[config.mk]
export PLATFORM = sky130hd
export DESIGN_NAME = fdsa_status_alarm
export DESIGN_NICKNAME = d
export VERILOG_FILES = /design/src/fdsa_pkg.sv /design/src/fdsa_status_alarm.sv
export SDC_FILE = /design/constraint.sdc
export NUM_CORES = 1
export LEC_CHECK = 0
export BUFFER_PORTS_ARGS = -buffer_cell sky130_fd_sc_hd__buf_2
export CAP_MARGIN = 20
export CORE_ASPECT_RATIO = 2
export CORE_UTILIZATION = 35
export CTS_CLUSTER_SIZE = 30
export DETAILED_ROUTE_END_ITERATION = 7
export GPL_TIMING_DRIVEN = 0
export SLEW_MARGIN = 10
export SYNTH_ARGS = -nofsm -noshare
export SYNTH_HDL_FRONTEND = slang
export SYNTH_SLANG_ARGS = --single-unit
[constraint.sdc]
create_clock -name clk -period 12.2 [get_ports clk]
set_input_delay 1.83 -clock clk [delete_from_list [all_inputs] [get_ports clk]]
set_output_delay 1.83 -clock clk [all_outputs]
set_load 0.01 [all_outputs]
[src/fdsa_pkg.sv]
package fdsa_pkg;

	// ----------------------------------------------------------------
	// Clock and timing
	// ----------------------------------------------------------------
	localparam int unsigned FDSA_CLK_HZ = 10_000_000;
	localparam int unsigned FDSA_RETRY_DELAY_S = 5;
	localparam int unsigned FDSA_RETRY_CYCLES = FDSA_RETRY_DELAY_S * FDSA_CLK_HZ;
	localparam int unsigned FDSA_DERATE_FAIL_S = 60;
	localparam int unsigned FDSA_DERATE_FAIL_CYCLES =
		FDSA_DERATE_FAIL_S * FDSA_CLK_HZ;
	localparam int unsigned FDSA_BLINK_SLOT_MS = 125;
	localparam int unsigned FDSA_BLINK_SLOT_CYCLES =
		FDSA_BLINK_SLOT_MS * (FDSA_CLK_HZ / 1000);
	localparam int unsigned FDSA_RAMP_STEP_MS = 1;
	localparam int unsigned FDSA_RAMP_STEP_CYCLES =
		FDSA_RAMP_STEP_MS * (FDSA_CLK_HZ / 1000);

	// ----------------------------------------------------------------
	// Register numbers of the read-input-registers map
	// ----------------------------------------------------------------
	localparam logic [15:0] FDSA_REG_DEVICE_TYPE_CODE = 16'h0001;
	localparam logic [15:0] FDSA_REG_SPEED_REFERENCE_RPM = 16'h0002;
	localparam logic [15:0] FDSA_REG_MEASURED_SPEED_RPM = 16'h0003;
	localparam logic [15:0] FDSA_REG_BUS_VOLTAGE_DECIVOLT = 16'h0009;
	localparam logic [15:0] FDSA_REG_FAULT_CLASS = 16'h000A;
	localparam logic [15:0] FDSA_REG_MOTOR_CURRENT_MA = 16'h000C;
	localparam logic [15:0] FDSA_REG_MOTOR_VOLTAGE_DECIVOLT = 16'h000D;
	localparam logic [15:0] FDSA_REG_ANALOG_INPUT_DECIVOLT = 16'h000E;
	localparam logic [15:0] FDSA_REG_MODULE_TEMPERATURE = 16'h000F;
	localparam logic [15:0] FDSA_REG_FAULT_DETAIL = 16'h0011;
	localparam logic [15:0] FDSA_REG_ABSORBED_POWER_WATTS = 16'h001F;

	// Arbitrary neutral identification value.
	localparam logic [15:0] FDSA_DEVICE_TYPE_DEFAULT = 16'h5A01;

	// ----------------------------------------------------------------
	// Protocol function and exception codes
	// ----------------------------------------------------------------
	localparam logic [7:0] FDSA_FN_READ_INPUT = 8'h04;
	localparam logic [7:0] FDSA_EXC_NONE = 8'h00;
	localparam logic [7:0] FDSA_EXC_ILLEGAL_FUNCTION = 8'h01;
	localparam logic [7:0] FDSA_EXC_ILLEGAL_ADDRESS = 8'h02;

	// ----------------------------------------------------------------
	// Limits and thresholds
	// ----------------------------------------------------------------
	localparam logic [15:0] FDSA_MOTOR_VOLTAGE_MAX = 16'h08CA;
	localparam logic [15:0] FDSA_ANALOG_INPUT_MAX = 16'h0064;
	localparam logic [15:0] FDSA_DERATE_TEMP = 16'h02EE;
	localparam logic [15:0] FDSA_CODE_RESET = 16'h0000;

	// ----------------------------------------------------------------
	// Fault sources, in priority order, and their codes
	// ----------------------------------------------------------------
	localparam int FDSA_NFAULT = 12;
	localparam int FDSA_FAULT_OVERTEMP = 11;
	localparam logic [7:0] FDSA_FAULT_CLASS_TBL [FDSA_NFAULT] = '{
		8'h01, 8'h02, 8'h03, 8'h04, 8'h04, 8'h04,
		8'h04, 8'h04, 8'h04, 8'h04, 8'h04, 8'h04};
	localparam logic [7:0] FDSA_FAULT_DETAIL_TBL [FDSA_NFAULT] = '{
		8'h00, 8'h00, 8'h00, 8'h01, 8'h20, 8'h21,
		8'h22, 8'h31, 8'h32, 8'h33, 8'hFF, 8'h71};
	// Bit set means latched stop, clear means self retry.
	localparam logic [FDSA_NFAULT-1:0] FDSA_LATCHED_MASK = 12'h783;

	localparam logic [2:0] FDSA_BLINKS_NORMAL = 3'h1;
	localparam logic [2:0] FDSA_BLINKS_MEMORY = 3'h2;
	localparam logic [2:0] FDSA_BLINKS_SHORT = 3'h3;
	localparam logic [2:0] FDSA_BLINKS_OTHER = 3'h4;

	// ----------------------------------------------------------------
	// Types
	// ----------------------------------------------------------------
	typedef enum logic [2:0] {
		FDSA_ST_NORMAL = 3'b001,
		FDSA_ST_LATCHED = 3'b010,
		FDSA_ST_RETRY = 3'b100
	} fdsa_state_t;

	typedef struct packed {
		logic [15:0] faultClass;
		logic [15:0] faultDetail;
	} fdsa_alarm_t;

	typedef struct packed {
		logic [15:0] measuredSpeed;
		logic [15:0] busVoltage;
		logic [15:0] motorCurrent;
		logic [15:0] motorVoltage;
		logic [15:0] analogInput;
		logic [15:0] moduleTemperature;
		logic [15:0] absorbedPower;
	} fdsa_meas_t;

	typedef struct packed {
		logic [15:0] targetSpeed;
		logic [15:0] lowestSpeedLimit;
		logic [15:0] highestSpeedLimit;
	} fdsa_speed_cfg_t;

	typedef struct packed {
		logic valid;
		logic [7:0] func;
		logic [15:0] addr;
	} fdsa_req_t;

	typedef struct packed {
		logic valid;
		logic [7:0] exception;
		logic [15:0] data;
	} fdsa_rsp_t;

endpackage

[src/fdsa_status_alarm.sv]
`timescale 1ns/1ps
// Behaviour
// - Read-only register returns a fixed device-type identification code.
// - Speed reference starts at lowest limit, ramps to target, stays clamped.
// - Measured speed reads zero up to the highest speed limit.
// - Bus voltage in tenths of a volt, zero while the drive is off.
// - Fault class holds zero to four, read together with fault detail.
// - Fault detail holds zero to 255, read together with fault class.
// - Motor current reports peak line current in milliamps.
// - Motor voltage reports peak phase voltage, never above 2250 counts.
// - Analog input reports tenths of a volt, zero to 100 counts.
// - Module temperature above 75 degrees starts derating until it settles.
// - Failed derating stops the fan and alarms; clears below 75 degrees.
// - Measured power reports absorbed watts.
// - Latched-stop alarm stops at once; only a fan reset restarts it.
// - Self-retry alarm signals, then retries automatically after seconds.
// - Alarms appear on registers, blinking LED and digital output together.
// - No fault means both fault registers zero and no protective action.
// - Detail zero: class 1 memory, 2 short latched; 3 synchronism retries.
// - Class 4 details 1,32-34,113 retry; 49-51 and 255 latch.
// - In alarm mode the digital output is low normally, high in alarm.
// - LED blinks 1/s normal, 2 memory, 3 short, 4 for other alarms.
module fdsa_status_alarm
	import fdsa_pkg::*;
#(
	parameter logic [15:0] DEVICE_TYPE = FDSA_DEVICE_TYPE_DEFAULT,
	parameter int unsigned RETRY_CYCLES = FDSA_RETRY_CYCLES,
	parameter int unsigned DERATE_FAIL_CYCLES = FDSA_DERATE_FAIL_CYCLES,
	parameter int unsigned BLINK_SLOT_CYCLES = FDSA_BLINK_SLOT_CYCLES,
	parameter int unsigned RAMP_STEP_CYCLES = FDSA_RAMP_STEP_CYCLES
) (
	input wire logic clk,
	input wire logic arst_n,
	input wire fdsa_req_t req,
	output fdsa_rsp_t rsp,
	input wire fdsa_meas_t meas,
	input wire fdsa_speed_cfg_t speedCfg,
	input wire logic runRequest,
	input wire logic driveOn,
	input wire logic [FDSA_NFAULT-2:0] faultPin,
	input wire logic fanResetPin,
	input wire logic alarmOutputMode,
	output logic motorStop,
	output logic deratingActive,
	output logic alarmLed,
	output logic digitalOut
);

	// ----------------------------------------------------------------
	// Pin synchronisers
	// ----------------------------------------------------------------
	logic [FDSA_NFAULT-1:0] pinMeta_q;
	logic [FDSA_NFAULT-1:0] pinSync_q;
	logic resetSeen_q;

	// Fault pins and the user fan reset arrive asynchronously.
	always_ff @(posedge clk or negedge arst_n) begin
		if (!arst_n) begin
			pinMeta_q <= '0;
			pinSync_q <= '0;
		end else begin
			pinMeta_q <= {fanResetPin, faultPin};
			pinSync_q <= pinMeta_q;
		end
	end

	// Edge memory so a held reset button acts only once.
	always_ff @(posedge clk or negedge arst_n) begin
		if (!arst_n) begin
			resetSeen_q <= 1'b0;
		end else begin
			resetSeen_q <= pinSync_q[FDSA_NFAULT-1];
		end
	end

	logic fanResetPulse;
	assign fanResetPulse = pinSync_q[FDSA_NFAULT-1] & ~resetSeen_q;

	// ----------------------------------------------------------------
	// Thermal derating
	// ----------------------------------------------------------------
	logic overTemp;
	logic overTempTrip_q;
	logic [31:0] derateCnt_q;
	fdsa_state_t state_q;

	assign overTemp = meas.moduleTemperature > FDSA_DERATE_TEMP;

	// Derating time is counted; running out means equilibrium failed.
	always_ff @(posedge clk or negedge arst_n) begin
		if (!arst_n) begin
			derateCnt_q <= '0;
			overTempTrip_q <= 1'b0;
		end else if (!overTemp) begin
			derateCnt_q <= '0;
			overTempTrip_q <= 1'b0;
		end else if (derateCnt_q >= DERATE_FAIL_CYCLES - 1) begin
			overTempTrip_q <= 1'b1;
		end else begin
			derateCnt_q <= derateCnt_q + 32'h0000_0001;
		end
	end

	// Derating is only meaningful while the motor is allowed to run.
	always_ff @(posedge clk or negedge arst_n) begin
		if (!arst_n) begin
			deratingActive <= 1'b0;
		end else begin
			deratingActive <= overTemp & (state_q == FDSA_ST_NORMAL);
		end
	end

	// ----------------------------------------------------------------
	// Fault priority selection
	// ----------------------------------------------------------------
	logic [FDSA_NFAULT-1:0] faultVec;
	logic anyFault;
	logic [7:0] selClass;
	logic [7:0] selDetail;
	logic selLatched;

	assign faultVec = {overTempTrip_q, pinSync_q[FDSA_NFAULT-2:0]};
	assign anyFault = |faultVec;

	// Lowest index wins; overtemperature has the lowest priority.
	always_comb begin
		selClass = 8'h00;
		selDetail = 8'h00;
		selLatched = 1'b0;
		for (int i = FDSA_NFAULT - 1; i >= 0; i--) begin
			if (faultVec[i]) begin
				selClass = FDSA_FAULT_CLASS_TBL[i];
				selDetail = FDSA_FAULT_DETAIL_TBL[i];
				selLatched = FDSA_LATCHED_MASK[i];
			end
		end
	end

	// ----------------------------------------------------------------
	// Alarm handler
	// ----------------------------------------------------------------
	fdsa_alarm_t alarm_q;
	logic retryOverTemp_q;
	logic [31:0] retryCnt_q;

	// Class and detail share one register so a read never sees a mix.
	always_ff @(posedge clk or negedge arst_n) begin
		if (!arst_n) begin
			state_q <= FDSA_ST_NORMAL;
			alarm_q <= '0;
			retryOverTemp_q <= 1'b0;
			retryCnt_q <= '0;
		end else begin
			case (state_q)
				FDSA_ST_NORMAL: begin
					retryCnt_q <= '0;
					if (anyFault) begin
						alarm_q.faultClass <= {8'h00, selClass};
						alarm_q.faultDetail <= {8'h00, selDetail};
						retryOverTemp_q <= ~selLatched & overTempTrip_q &
							~|faultVec[FDSA_NFAULT-2:0];
						state_q <= selLatched ? FDSA_ST_LATCHED :
							FDSA_ST_RETRY;
					end else begin
						alarm_q <= '0;
					end
				end
				FDSA_ST_LATCHED: begin
					// A stuck cause simply re-latches on the next cycle.
					if (fanResetPulse) begin
						alarm_q.faultClass <= FDSA_CODE_RESET;
						alarm_q.faultDetail <= FDSA_CODE_RESET;
						state_q <= FDSA_ST_NORMAL;
					end
				end
				FDSA_ST_RETRY: begin
					if (retryOverTemp_q) begin
						if (!overTemp) begin
							alarm_q <= '0;
							state_q <= FDSA_ST_NORMAL;
						end
					end else if (retryCnt_q >= RETRY_CYCLES - 1) begin
						alarm_q <= '0;
						state_q <= FDSA_ST_NORMAL;
					end else begin
						retryCnt_q <= retryCnt_q + 32'h0000_0001;
					end
				end
				default: begin
					state_q <= FDSA_ST_NORMAL;
					alarm_q <= '0;
				end
			endcase
		end
	end

	// The motor is held off in either alarm state.
	always_ff @(posedge clk or negedge arst_n) begin
		if (!arst_n) begin
			motorStop <= 1'b1;
		end else begin
			motorStop <= (state_q != FDSA_ST_NORMAL) | anyFault;
		end
	end

	// ----------------------------------------------------------------
	// Alarm indication outputs
	// ----------------------------------------------------------------
	logic [31:0] slotCnt_q;
	logic [2:0] slot_q;
	logic [2:0] blinks;

	// Eight slots per second; each blink takes one on and one off slot.
	always_ff @(posedge clk or negedge arst_n) begin
		if (!arst_n) begin
			slotCnt_q <= '0;
			slot_q <= '0;
		end else if (slotCnt_q >= BLINK_SLOT_CYCLES - 1) begin
			slotCnt_q <= '0;
			slot_q <= slot_q + 3'h1;
		end else begin
			slotCnt_q <= slotCnt_q + 32'h0000_0001;
		end
	end

	always_comb begin
		case (alarm_q.faultClass[7:0])
			8'h00: blinks = FDSA_BLINKS_NORMAL;
			8'h01: blinks = FDSA_BLINKS_MEMORY;
			8'h02: blinks = FDSA_BLINKS_SHORT;
			default: blinks = FDSA_BLINKS_OTHER;
		endcase
	end

	// LED, registers and digital output all follow the same alarm word.
	always_ff @(posedge clk or negedge arst_n) begin
		if (!arst_n) begin
			alarmLed <= 1'b0;
			digitalOut <= 1'b0;
		end else begin
			alarmLed <= ~slot_q[0] & ({1'b0, slot_q[2:1]} < blinks);
			digitalOut <= alarmOutputMode &
				(alarm_q.faultClass != FDSA_CODE_RESET);
		end
	end

	// ----------------------------------------------------------------
	// Speed reference ramp
	// ----------------------------------------------------------------
	logic [15:0] speedRef_q;
	logic [31:0] rampCnt_q;
	logic [15:0] targetClamped;

	always_comb begin
		targetClamped = speedCfg.targetSpeed;
		if (targetClamped < speedCfg.lowestSpeedLimit) begin
			targetClamped = speedCfg.lowestSpeedLimit;
		end
		if (targetClamped > speedCfg.highestSpeedLimit) begin
			targetClamped = speedCfg.highestSpeedLimit;
		end
	end

	// One rpm per step; a stopped motor restarts from the lowest limit.
	always_ff @(posedge clk or negedge arst_n) begin
		if (!arst_n) begin
			speedRef_q <= '0;
			rampCnt_q <= '0;
		end else if (!runRequest || motorStop) begin
			speedRef_q <= speedCfg.lowestSpeedLimit;
			rampCnt_q <= '0;
		end else if (rampCnt_q >= RAMP_STEP_CYCLES - 1) begin
			rampCnt_q <= '0;
			if (speedRef_q < targetClamped) begin
				speedRef_q <= speedRef_q + 16'h0001;
			end else if (speedRef_q > targetClamped) begin
				speedRef_q <= speedRef_q - 16'h0001;
			end
		end else begin
			rampCnt_q <= rampCnt_q + 32'h0000_0001;
		end
	end

	// ----------------------------------------------------------------
	// Register read port
	// ----------------------------------------------------------------
	logic [15:0] rdData;
	logic rdHit;

	always_comb begin
		rdHit = 1'b1;
		rdData = 16'h0000;
		case (req.addr)
			FDSA_REG_DEVICE_TYPE_CODE: rdData = DEVICE_TYPE;
			FDSA_REG_SPEED_REFERENCE_RPM: rdData = speedRef_q;
			FDSA_REG_MEASURED_SPEED_RPM: begin
				rdData = (meas.measuredSpeed > speedCfg.highestSpeedLimit) ?
					speedCfg.highestSpeedLimit : meas.measuredSpeed;
			end
			FDSA_REG_BUS_VOLTAGE_DECIVOLT: begin
				rdData = driveOn ? meas.busVoltage : 16'h0000;
			end
			FDSA_REG_FAULT_CLASS: rdData = alarm_q.faultClass;
			FDSA_REG_MOTOR_CURRENT_MA: rdData = meas.motorCurrent;
			FDSA_REG_MOTOR_VOLTAGE_DECIVOLT: begin
				rdData = (meas.motorVoltage > FDSA_MOTOR_VOLTAGE_MAX) ?
					FDSA_MOTOR_VOLTAGE_MAX : meas.motorVoltage;
			end
			FDSA_REG_ANALOG_INPUT_DECIVOLT: begin
				rdData = (meas.analogInput > FDSA_ANALOG_INPUT_MAX) ?
					FDSA_ANALOG_INPUT_MAX : meas.analogInput;
			end
			FDSA_REG_MODULE_TEMPERATURE: rdData = meas.moduleTemperature;
			FDSA_REG_FAULT_DETAIL: rdData = alarm_q.faultDetail;
			FDSA_REG_ABSORBED_POWER_WATTS: rdData = meas.absorbedPower;
			default: rdHit = 1'b0;
		endcase
	end

	// Any function other than a read is refused before the address.
	always_ff @(posedge clk or negedge arst_n) begin
		if (!arst_n) begin
			rsp <= '0;
		end else begin
			rsp.valid <= req.valid;
			rsp.data <= '0;
			rsp.exception <= FDSA_EXC_NONE;
			if (req.valid) begin
				if (req.func != FDSA_FN_READ_INPUT) begin
					rsp.exception <= FDSA_EXC_ILLEGAL_FUNCTION;
				end else if (!rdHit) begin
					rsp.exception <= FDSA_EXC_ILLEGAL_ADDRESS;
				end else begin
					rsp.data <= rdData;
				end
			end
		end
	end

endmodule

==> flow_summary_export.csv, run 1 <==
group,metric,value,unit
outcome,status,"completed",
setup_path,crit_start,"speedCfg[25]",
global_route,grt_pass1_vias,11680,
floorplan,core,0.03495,mm^2
sta,finalHoldWorstSlack,0.3373,ns
clocking,cts-root-buf,"clkbuf_16",
clocking,clk-insertion-delay-late,0.52,ns
route,drt-total-wl,41450,um
pwr,pwr_density_cell,133.5,mW/mm^2
placement,place_congestion,0.9437,
worst_hold_path,hold_class,"flip-flop to flip-flop",
placement,hpwlAfterDp,33690,um
setup_path,r2r-end,"speedRef_q[15]",
floorplan,die_y,267.8,um
setup_path,worstPathArrival,10.76,ns
yosys,ys_top_cells_by_count,"207 x dfrtp_1, 139 x nor2_1, 93 x nand2_1",
sta,fin_tns_setup,0,ns
route,vias_per_cell,5.446,
sta,slew_headroom,33.87,%
yosys,synth_area_leader_cell,"dfrtp_1",
route,drc,0,
clocking,clock_sinks,209,
clocking,postCtsHoldBufs,0,
global_route,grt_max_degree,82,
setup_path,worstReg2RegStart,"speedRef_q[12]",
setup_path,critPathRequiredTime,12.60,ns
yosys,yosysMostFrequentCell,"dfrtp_1",
pwr,leakagePower,6.963,nW
flow_run,cap_violations,0,
layout,syn2layout_area_growth,21.30,%
pwr,netSwitchingFraction,31.97,%
yosys,avgSynthCellArea,9.421,um^2
yosys,netlist.area_leader.share,41.91,%
clocking,h-tree-depth,1,
placement,numPortBuffers,222,
yosys,synth-edff-count,0,
sta,report.final.slew_viol_count,0,
sta,rsz0062_at_grt,"no",
global_route,grtUsageTotal,23.33,%
global_route,grt_pass1_wl,64320,um
clocking,clk_pin_slew,0.07,ns
setup_path,cp-endpoint,"speedRef_q[15]",
route,wl_per_cell,20.13,um
floorplan,io_pins,231,
setup_path,crit_type,"primary input to flip-flop",
yosys,ys_top_cells_by_area,"dfrtp_1 42%, ha_1 8.4%, nor2_1 4.2%, xor2_1 3.5%, a21oi_1 3.2%",
layout,fin_util,42.89,%
pwr,internal_power,1.362,mW
clocking,cts_tree,"built",
setup_path,start_kind,"primary input",
sta,fin_crit,10.37,ns
worst_hold_path,hold_depth,0,
sta,setup_violations,0,
sta,tightest_slew,0.9920,ns
yosys,ys_seq_area_share,42.33,%
placement,placed_cell_area,0.01424,mm^2
pwr,p_switching,0.6401,mW
setup_path,critical-path-max-stage-delay,0.60,ns
yosys,yosys_warnings,0,
global_route,gr-total-overflow,0,
yosys,ys_ff_latch,209,
placement,place_ws,1.416,ns
yosys,ys_types,72,
yosys,syn_inst,1312,
sta,worst_slack,1.835,ns
yosys,synth-main-ff-cell,"dfrtp_1",
route,first_pass_iters,8,
sta,fmax,96.48,MHz
route,vias,11213,
clocking,cts_buffer_depth,3,
global_route,antenna_found_initial,5,
setup_path,worst_path_most_repeated_cell,"a21oi_1",
setup_path,cp_slowest_cell,"a211oi_2",
pwr,p_clk_share,35.3,%
sta,hold_viol_final,0,
layout,design_area,0.01499,mm^2
floorplan,die_w,134.9,um
setup_path,rr_worst_depth,15,
pwr,vdd_drop_max,0.1062,mV
setup_path,r2r_slack,7.16,ns
yosys,synth_area,0.01236,mm^2
yosys,synthArstFlopShare,100.0,%
clocking,postCtsSetupRepairBufs,0,
setup_path,crit_fanout,20,
floorplan,start_util,35.36,%
clocking,cts_resized,0,
layout,drive_gt1_share,19.14,%
sta,skew,0.02290,ns
route,ant_nets,0,
pwr,pwr-share-seq,39.8,%
floorplan,row_count,97,
pwr,combinationalPowerShare,24.9,%
layout,finalNetCount,1880,
setup_path,crit_path_end_kind,"flip-flop",
floorplan,dieArea,0.03612,mm^2
route,drt_iter0_drc,686,
sta,finalCritPeriodShare,84.96,%
clocking,cts_made_buffers,21,
layout make-up:
cell class                      instances  area, um^2
Antenna cell                            5       12.51
Fill cell                            3499       19960
Multi-Input combinational cell       1028        6824
Sequential cell                       209        5233
Inverter                               56       210.2
Clock inverter                         10       170.2
Clock buffer                           28       571.8
Buffer                                 53       234.0
Tap cell                              445       556.8
Timing Repair Buffer                  225        1181
stage by stage:
step	total power, mW	cells
detailed placement	1.305	2016
global placement	1.290	2013
finish	2.002	2059
global route	2.112	2058
CTS	2.025	2054
floorplan	1.123	1346
layout by cell type, fill, tap and decap left out, types with 7 or more instances in the layout:
master / count
buf_2: 226
dfrtp_1: 207
nor2_1: 139
nand2_1: 93
ha_1: 83
a21oi_1: 80
inv_1: 56
xor2_1: 50
nand3_1: 49
o21ai_0: 46
clkbuf_1: 44
nor3_1: 40
nand4_1: 38
and3_1: 35
conb_1: 35
xnor2_1: 33
nor4_1: 24
a21o_1: 24
clkbuf_16: 21
mux2i_1: 19
mux2_2: 19
a31oi_1: 17
and2_1: 16
a222oi_1: 13
nand2b_1: 12
nor2b_1: 12
a211oi_1: 11
o22ai_1: 11
a22oi_1: 10
or3_1: 9
o21a_1: 9
a221oi_1: 8
or4_1: 7
o211ai_1: 7
worst min path at each step:
stage / start / to
6_report: pinMeta_q[10] / pinSync_q[10]
5_1_grt: pinMeta_q[6] / pinSync_q[6]
4_1_cts: pinMeta_q[10] / pinSync_q[10]
3_5_place_dp: pinMeta_q[10] / pinSync_q[10]
3_3_place_gp: pinMeta_q[9] / pinSync_q[9]
2_1_floorplan: pinMeta_q[0] / pinSync_q[0]
sequential cells by signal (all words and copies together), names as in the netlist, 3 cells and up:
| name | cells |
|---|---|
| pinMeta_q | 12 |
| slot_q | 3 |
| speedRef_q | 16 |
| rampCnt_q | 32 |
| pinSync_q | 12 |
| alarm_q | 9 |
| derateCnt_q | 32 |
| retryCnt_q | 32 |
| slotCnt_q | 32 |
| rsp | 19 |
| state_q | 3 |
logic make-up (layout without fill, tap and decap cells):
kind of cell	Yosys count	after routing	share of synthesized area, %
fa+ha+maj	84	84	8.564
buf+inv	109	372	3.593
compound gates	293	293	16.55
xor+xnor	83	83	5.881
other cells	1	40	0.03034
flops	209	209	42.33
simple gates	495	495	19.78
mux	38	38	3.270
worst max-delay path: cells and delay by family:
kind / cells / cell delay (ns)
buffers and inverters: 6 / 1.85
adders and majority gates: 4 / 1.35
AOI/OAI and AO/OA: 19 / 3.45
muxes: 3 / 0.87
and+or+nand+nor: 5 / 1.36
metal layers:
| metal | global-route usage (%) | routed length [um] |
|---|---|---|
| met3 | 3.094 | 1892 |
| met5 | 0 | 0 |
| met4 | 14.33 | 2547 |
| met2 | 44.13 | 22210 |
| met1 | 23.86 | 14810 |
power groups by stage:
stage	combinational [mW]	clock (mW)	sequential (mW)
finish	0.498	0.707	0.797
global route	0.555	0.755	0.803
CTS	0.498	0.730	0.797
detailed placement	0.496	0	0.809
global placement	0.484	0	0.807
floorplan	0.331	0	0.792
No activity file was read; power rests on OpenSTA's default activity.
==> inputs of run 2 (changes only) <==
--- a/config.mk
+++ b/config.mk
@@ -5,6 +5,7 @@
 export SDC_FILE = /design/constraint.sdc
 export NUM_CORES = 1
 export LEC_CHECK = 0
+export ABC_AREA = 1
 export BUFFER_PORTS_ARGS = -buffer_cell sky130_fd_sc_hd__buf_2
 export CAP_MARGIN = 20
 export CORE_ASPECT_RATIO = 2
==> constraint.sdc (replaced) <==
create_clock -name clk -period 10 [get_ports clk]
set_input_delay 1.5 -clock clk [delete_from_list [all_inputs] [get_ports clk]]
set_output_delay 1.5 -clock clk [all_outputs]
set_load 0.01 [all_outputs]
==> flow_summary_export.csv, run 2 <==
group,metric,value,unit
outcome,status,"completed",
global_route,gr-total-overflow,0,
setup_path,cp_slowest_cell,"nand2_1",
sta,report.final.slew_viol_count,0,
pwr,pwr_density_cell,163.6,mW/mm^2
setup_path,crit_fanout,18,
layout,layout_common_cells,"564 x nand2_1, 271 x nor2_1, 240 x buf_2, 239 x inv_1, 217 x nand3_1",
sta,finalCritPeriodShare,79.43,%
yosys,syn_inst,2072,
global_route,grtUsageTotal,24.69,%
clocking,cts_buffer_depth,3,
floorplan,io_pins,231,
route,wl_per_cell,17.87,um
route,drt-total-wl,51900,um
sta,slew_headroom,48.13,%
clocking,cts_made_buffers,22,
setup_path,crit_type,"primary input to flip-flop",
clocking,clock_sinks,209,
clocking,cts_resized,0,
yosys,yosysMostFrequentCell,"nand2_1",
sta,setup_violations,0,
sta,skew,0.02694,ns
sta,fmax,125.9,MHz
route,vias,14570,
setup_path,critical-path-max-stage-delay,0.59,ns
yosys,synth-main-ff-cell,"dfrtp_1",
setup_path,crit_path_end_kind,"flip-flop",
global_route,grt_pass1_vias,14557,
clocking,clk_pin_slew,0.06,ns
yosys,ys_types,49,
setup_path,worstReg2RegStart,"speedRef_q[3]",
layout,layout.cells.non_filler,2904,
yosys,ys_top_cells_by_area,"dfrtp_1 36%, nand2_1 15%, nand3_1 7.5%, ha_1 7.2%, nor2_1 7.1%",
floorplan,die_w,145.4,um
worst_hold_path,hold_depth,0,
setup_path,worst_path_most_repeated_cell,"nand2_1",
route,drc,0,
layout,drive_gt1_share,14.55,%
clocking,postCtsHoldBufs,0,
flow_run,cap_violations,0,
route,drt_iter0_drc,759,
pwr,leakagePower,8.820,nW
sta,fin_crit,7.943,ns
route,ant_nets,0,
clocking,h-tree-depth,1,
yosys,avgSynthCellArea,6.946,um^2
placement,numPortBuffers,223,
route,first_pass_iters,8,
placement,placed_cell_area,0.01636,mm^2
layout,syn2layout_area_growth,19.49,%
placement,place_congestion,1.021,
floorplan,dieArea,0.04199,mm^2
clocking,cts-root-buf,"clkbuf_16",
yosys,synth_area,0.01439,mm^2
global_route,grt_pass1_wl,79080,um
placement,hpwlAfterDp,42540,um
global_route,grt_max_degree,111,
floorplan,core,0.04034,mm^2
placement,dp_cells,2861,
sta,fin_tns_setup,0,ns
worst_hold_path,hold_class,"flip-flop to flip-flop",
sta,hold_viol_final,0,
layout,layout_commonest_cell,"nand2_1",
yosys,ys_ff_latch,209,
setup_path,start_kind,"primary input",
setup_path,rr_worst_depth,20,
layout,design_area,0.01720,mm^2
yosys,yosys_warnings,0,
sta,rsz0062_at_grt,"no",
layout,finalNetCount,2641,
pwr,power,2.814,mW
pwr,vdd_drop_max,0.1236,mV
setup_path,crit_start,"speedCfg[31]",
yosys,ys_top_cells_by_count,"564 x nand2_1, 271 x nor2_1, 239 x inv_1",
sta,tightest_slew,0.7761,ns
yosys,synth_area_leader_cell,"dfrtp_1",
clocking,clk-insertion-delay-late,0.55,ns
setup_path,critPathRequiredTime,10.42,ns
yosys,ys_seq_area_share,36.36,%
route,vias_per_cell,5.017,
yosys,synth-edff-count,0,
yosys,synthArstFlopShare,100.0,%
floorplan,row_count,104,
clocking,cts_tree,"built",
yosys,netlist.area_leader.share,35.99,%
floorplan,start_util,35.68,%
clocking,postCtsSetupRepairBufs,0,
floorplan,die_y,288.8,um
setup_path,worstPathArrival,8.36,ns
worst_hold_path,hp-start,"pinMeta_q[4]",
global_route,antenna_found_initial,4,
[run 2: cell types whose count changed after synthesis, sizes merged, moves of 19 or more]
cell / change
nand2: +479
inv: +189
nor3: +31
mux2i: -19
o21ai: +33
buf: +21
nand3: +169
and3: -34
a21o: -19
nor2: +141
mux2: -19
[run 2: through the flow]
| stage | setup WS [ns] | hold WS, ns | utilization [%] |
|---|---|---|---|
| floorplan | 3.597 | 0.3312 | - |
| global placement | 1.714 | 0.3369 | 40.41 |
| detailed placement | 1.626 | 0.3371 | 40.57 |
| CTS | 2.175 | 0.3525 | 42.61 |
| global route | 1.481 | 0.3578 | 42.63 |
| finish | 2.057 | 0.3493 | 42.63 |
[run 2: area by class of cell]
cell class | instances | area [um^2]
fill | 4280 | 23140
multi-input combinational | 1592 | 8044
sequential | 209 | 5233
timing repair buffer | 225 | 1181
inverter | 246 | 924.6
tap | 530 | 663.1
clock buffer | 25 | 603.1
buffer | 59 | 319.1
clock inverter | 15 | 222.7
antenna | 3 | 7.507
[run 2: path summary, 6_finish.rpt]
| check | slack, ns | endpoint |
|---|---|---|
| max | 2.06 | speedRef_q[15] |
| max in group asynchronous | 8.40 | retryCnt_q[27] |
| max reg2reg | 6.36 | speedRef_q[15] |
| min in group asynchronous | 0.80 | speedRef_q[2] |
| min | 0.35 | pinSync_q[4] |
| min reg2reg | 0.35 | pinSync_q[4] |
[run 2: cells by family after synthesis]
kind of cell | after synthesis | synth area share (%)
compound gates | 200 | 7.728
xor+xnor | 57 | 3.469
fa+ha+maj | 84 | 7.355
buf+inv | 305 | 8.641
flops | 209 | 36.36
other cells | 1 | 0.02606
simple gates | 1216 | 36.43
[run 2: critical path, delay by kind of cell]
| kind | cells | cell delay (ns) |
|---|---|---|
| buffers and inverters | 9 | 1.14 |
| AO/OA/AOI/OAI | 4 | 0.90 |
| AND/OR/NAND/NOR | 22 | 3.45 |
| adder cells (fa/ha/maj) | 4 | 1.32 |
[run 2: layer usage]
| metal | global-route usage [%] | share of wire (%) | wire length (um) | up-vias |
|---|---|---|---|---|
| met1 | 22.12 | 32 | 16730 | 6674 |
| met5 | 0 | 0.029 | 15 | - |
| met4 | 21.84 | 9.5 | 4955 | 2 |
| met2 | 48.05 | 54 | 27800 | 482 |
| met3 | 3.191 | 4.6 | 2397 | 179 |
| li1 | - | - | - | 7233 |
[run 2: power breakdown]
| group | total, mW | internal (mW) | leakage [nW] | switching, mW |
|---|---|---|---|---|
| sequential | 1.03 | 0.930 | 2.68 | 0.0986 |
| clock | 0.947 | 0.568 | 0.404 | 0.379 |
| combinational | 0.838 | 0.298 | 5.73 | 0.540 |
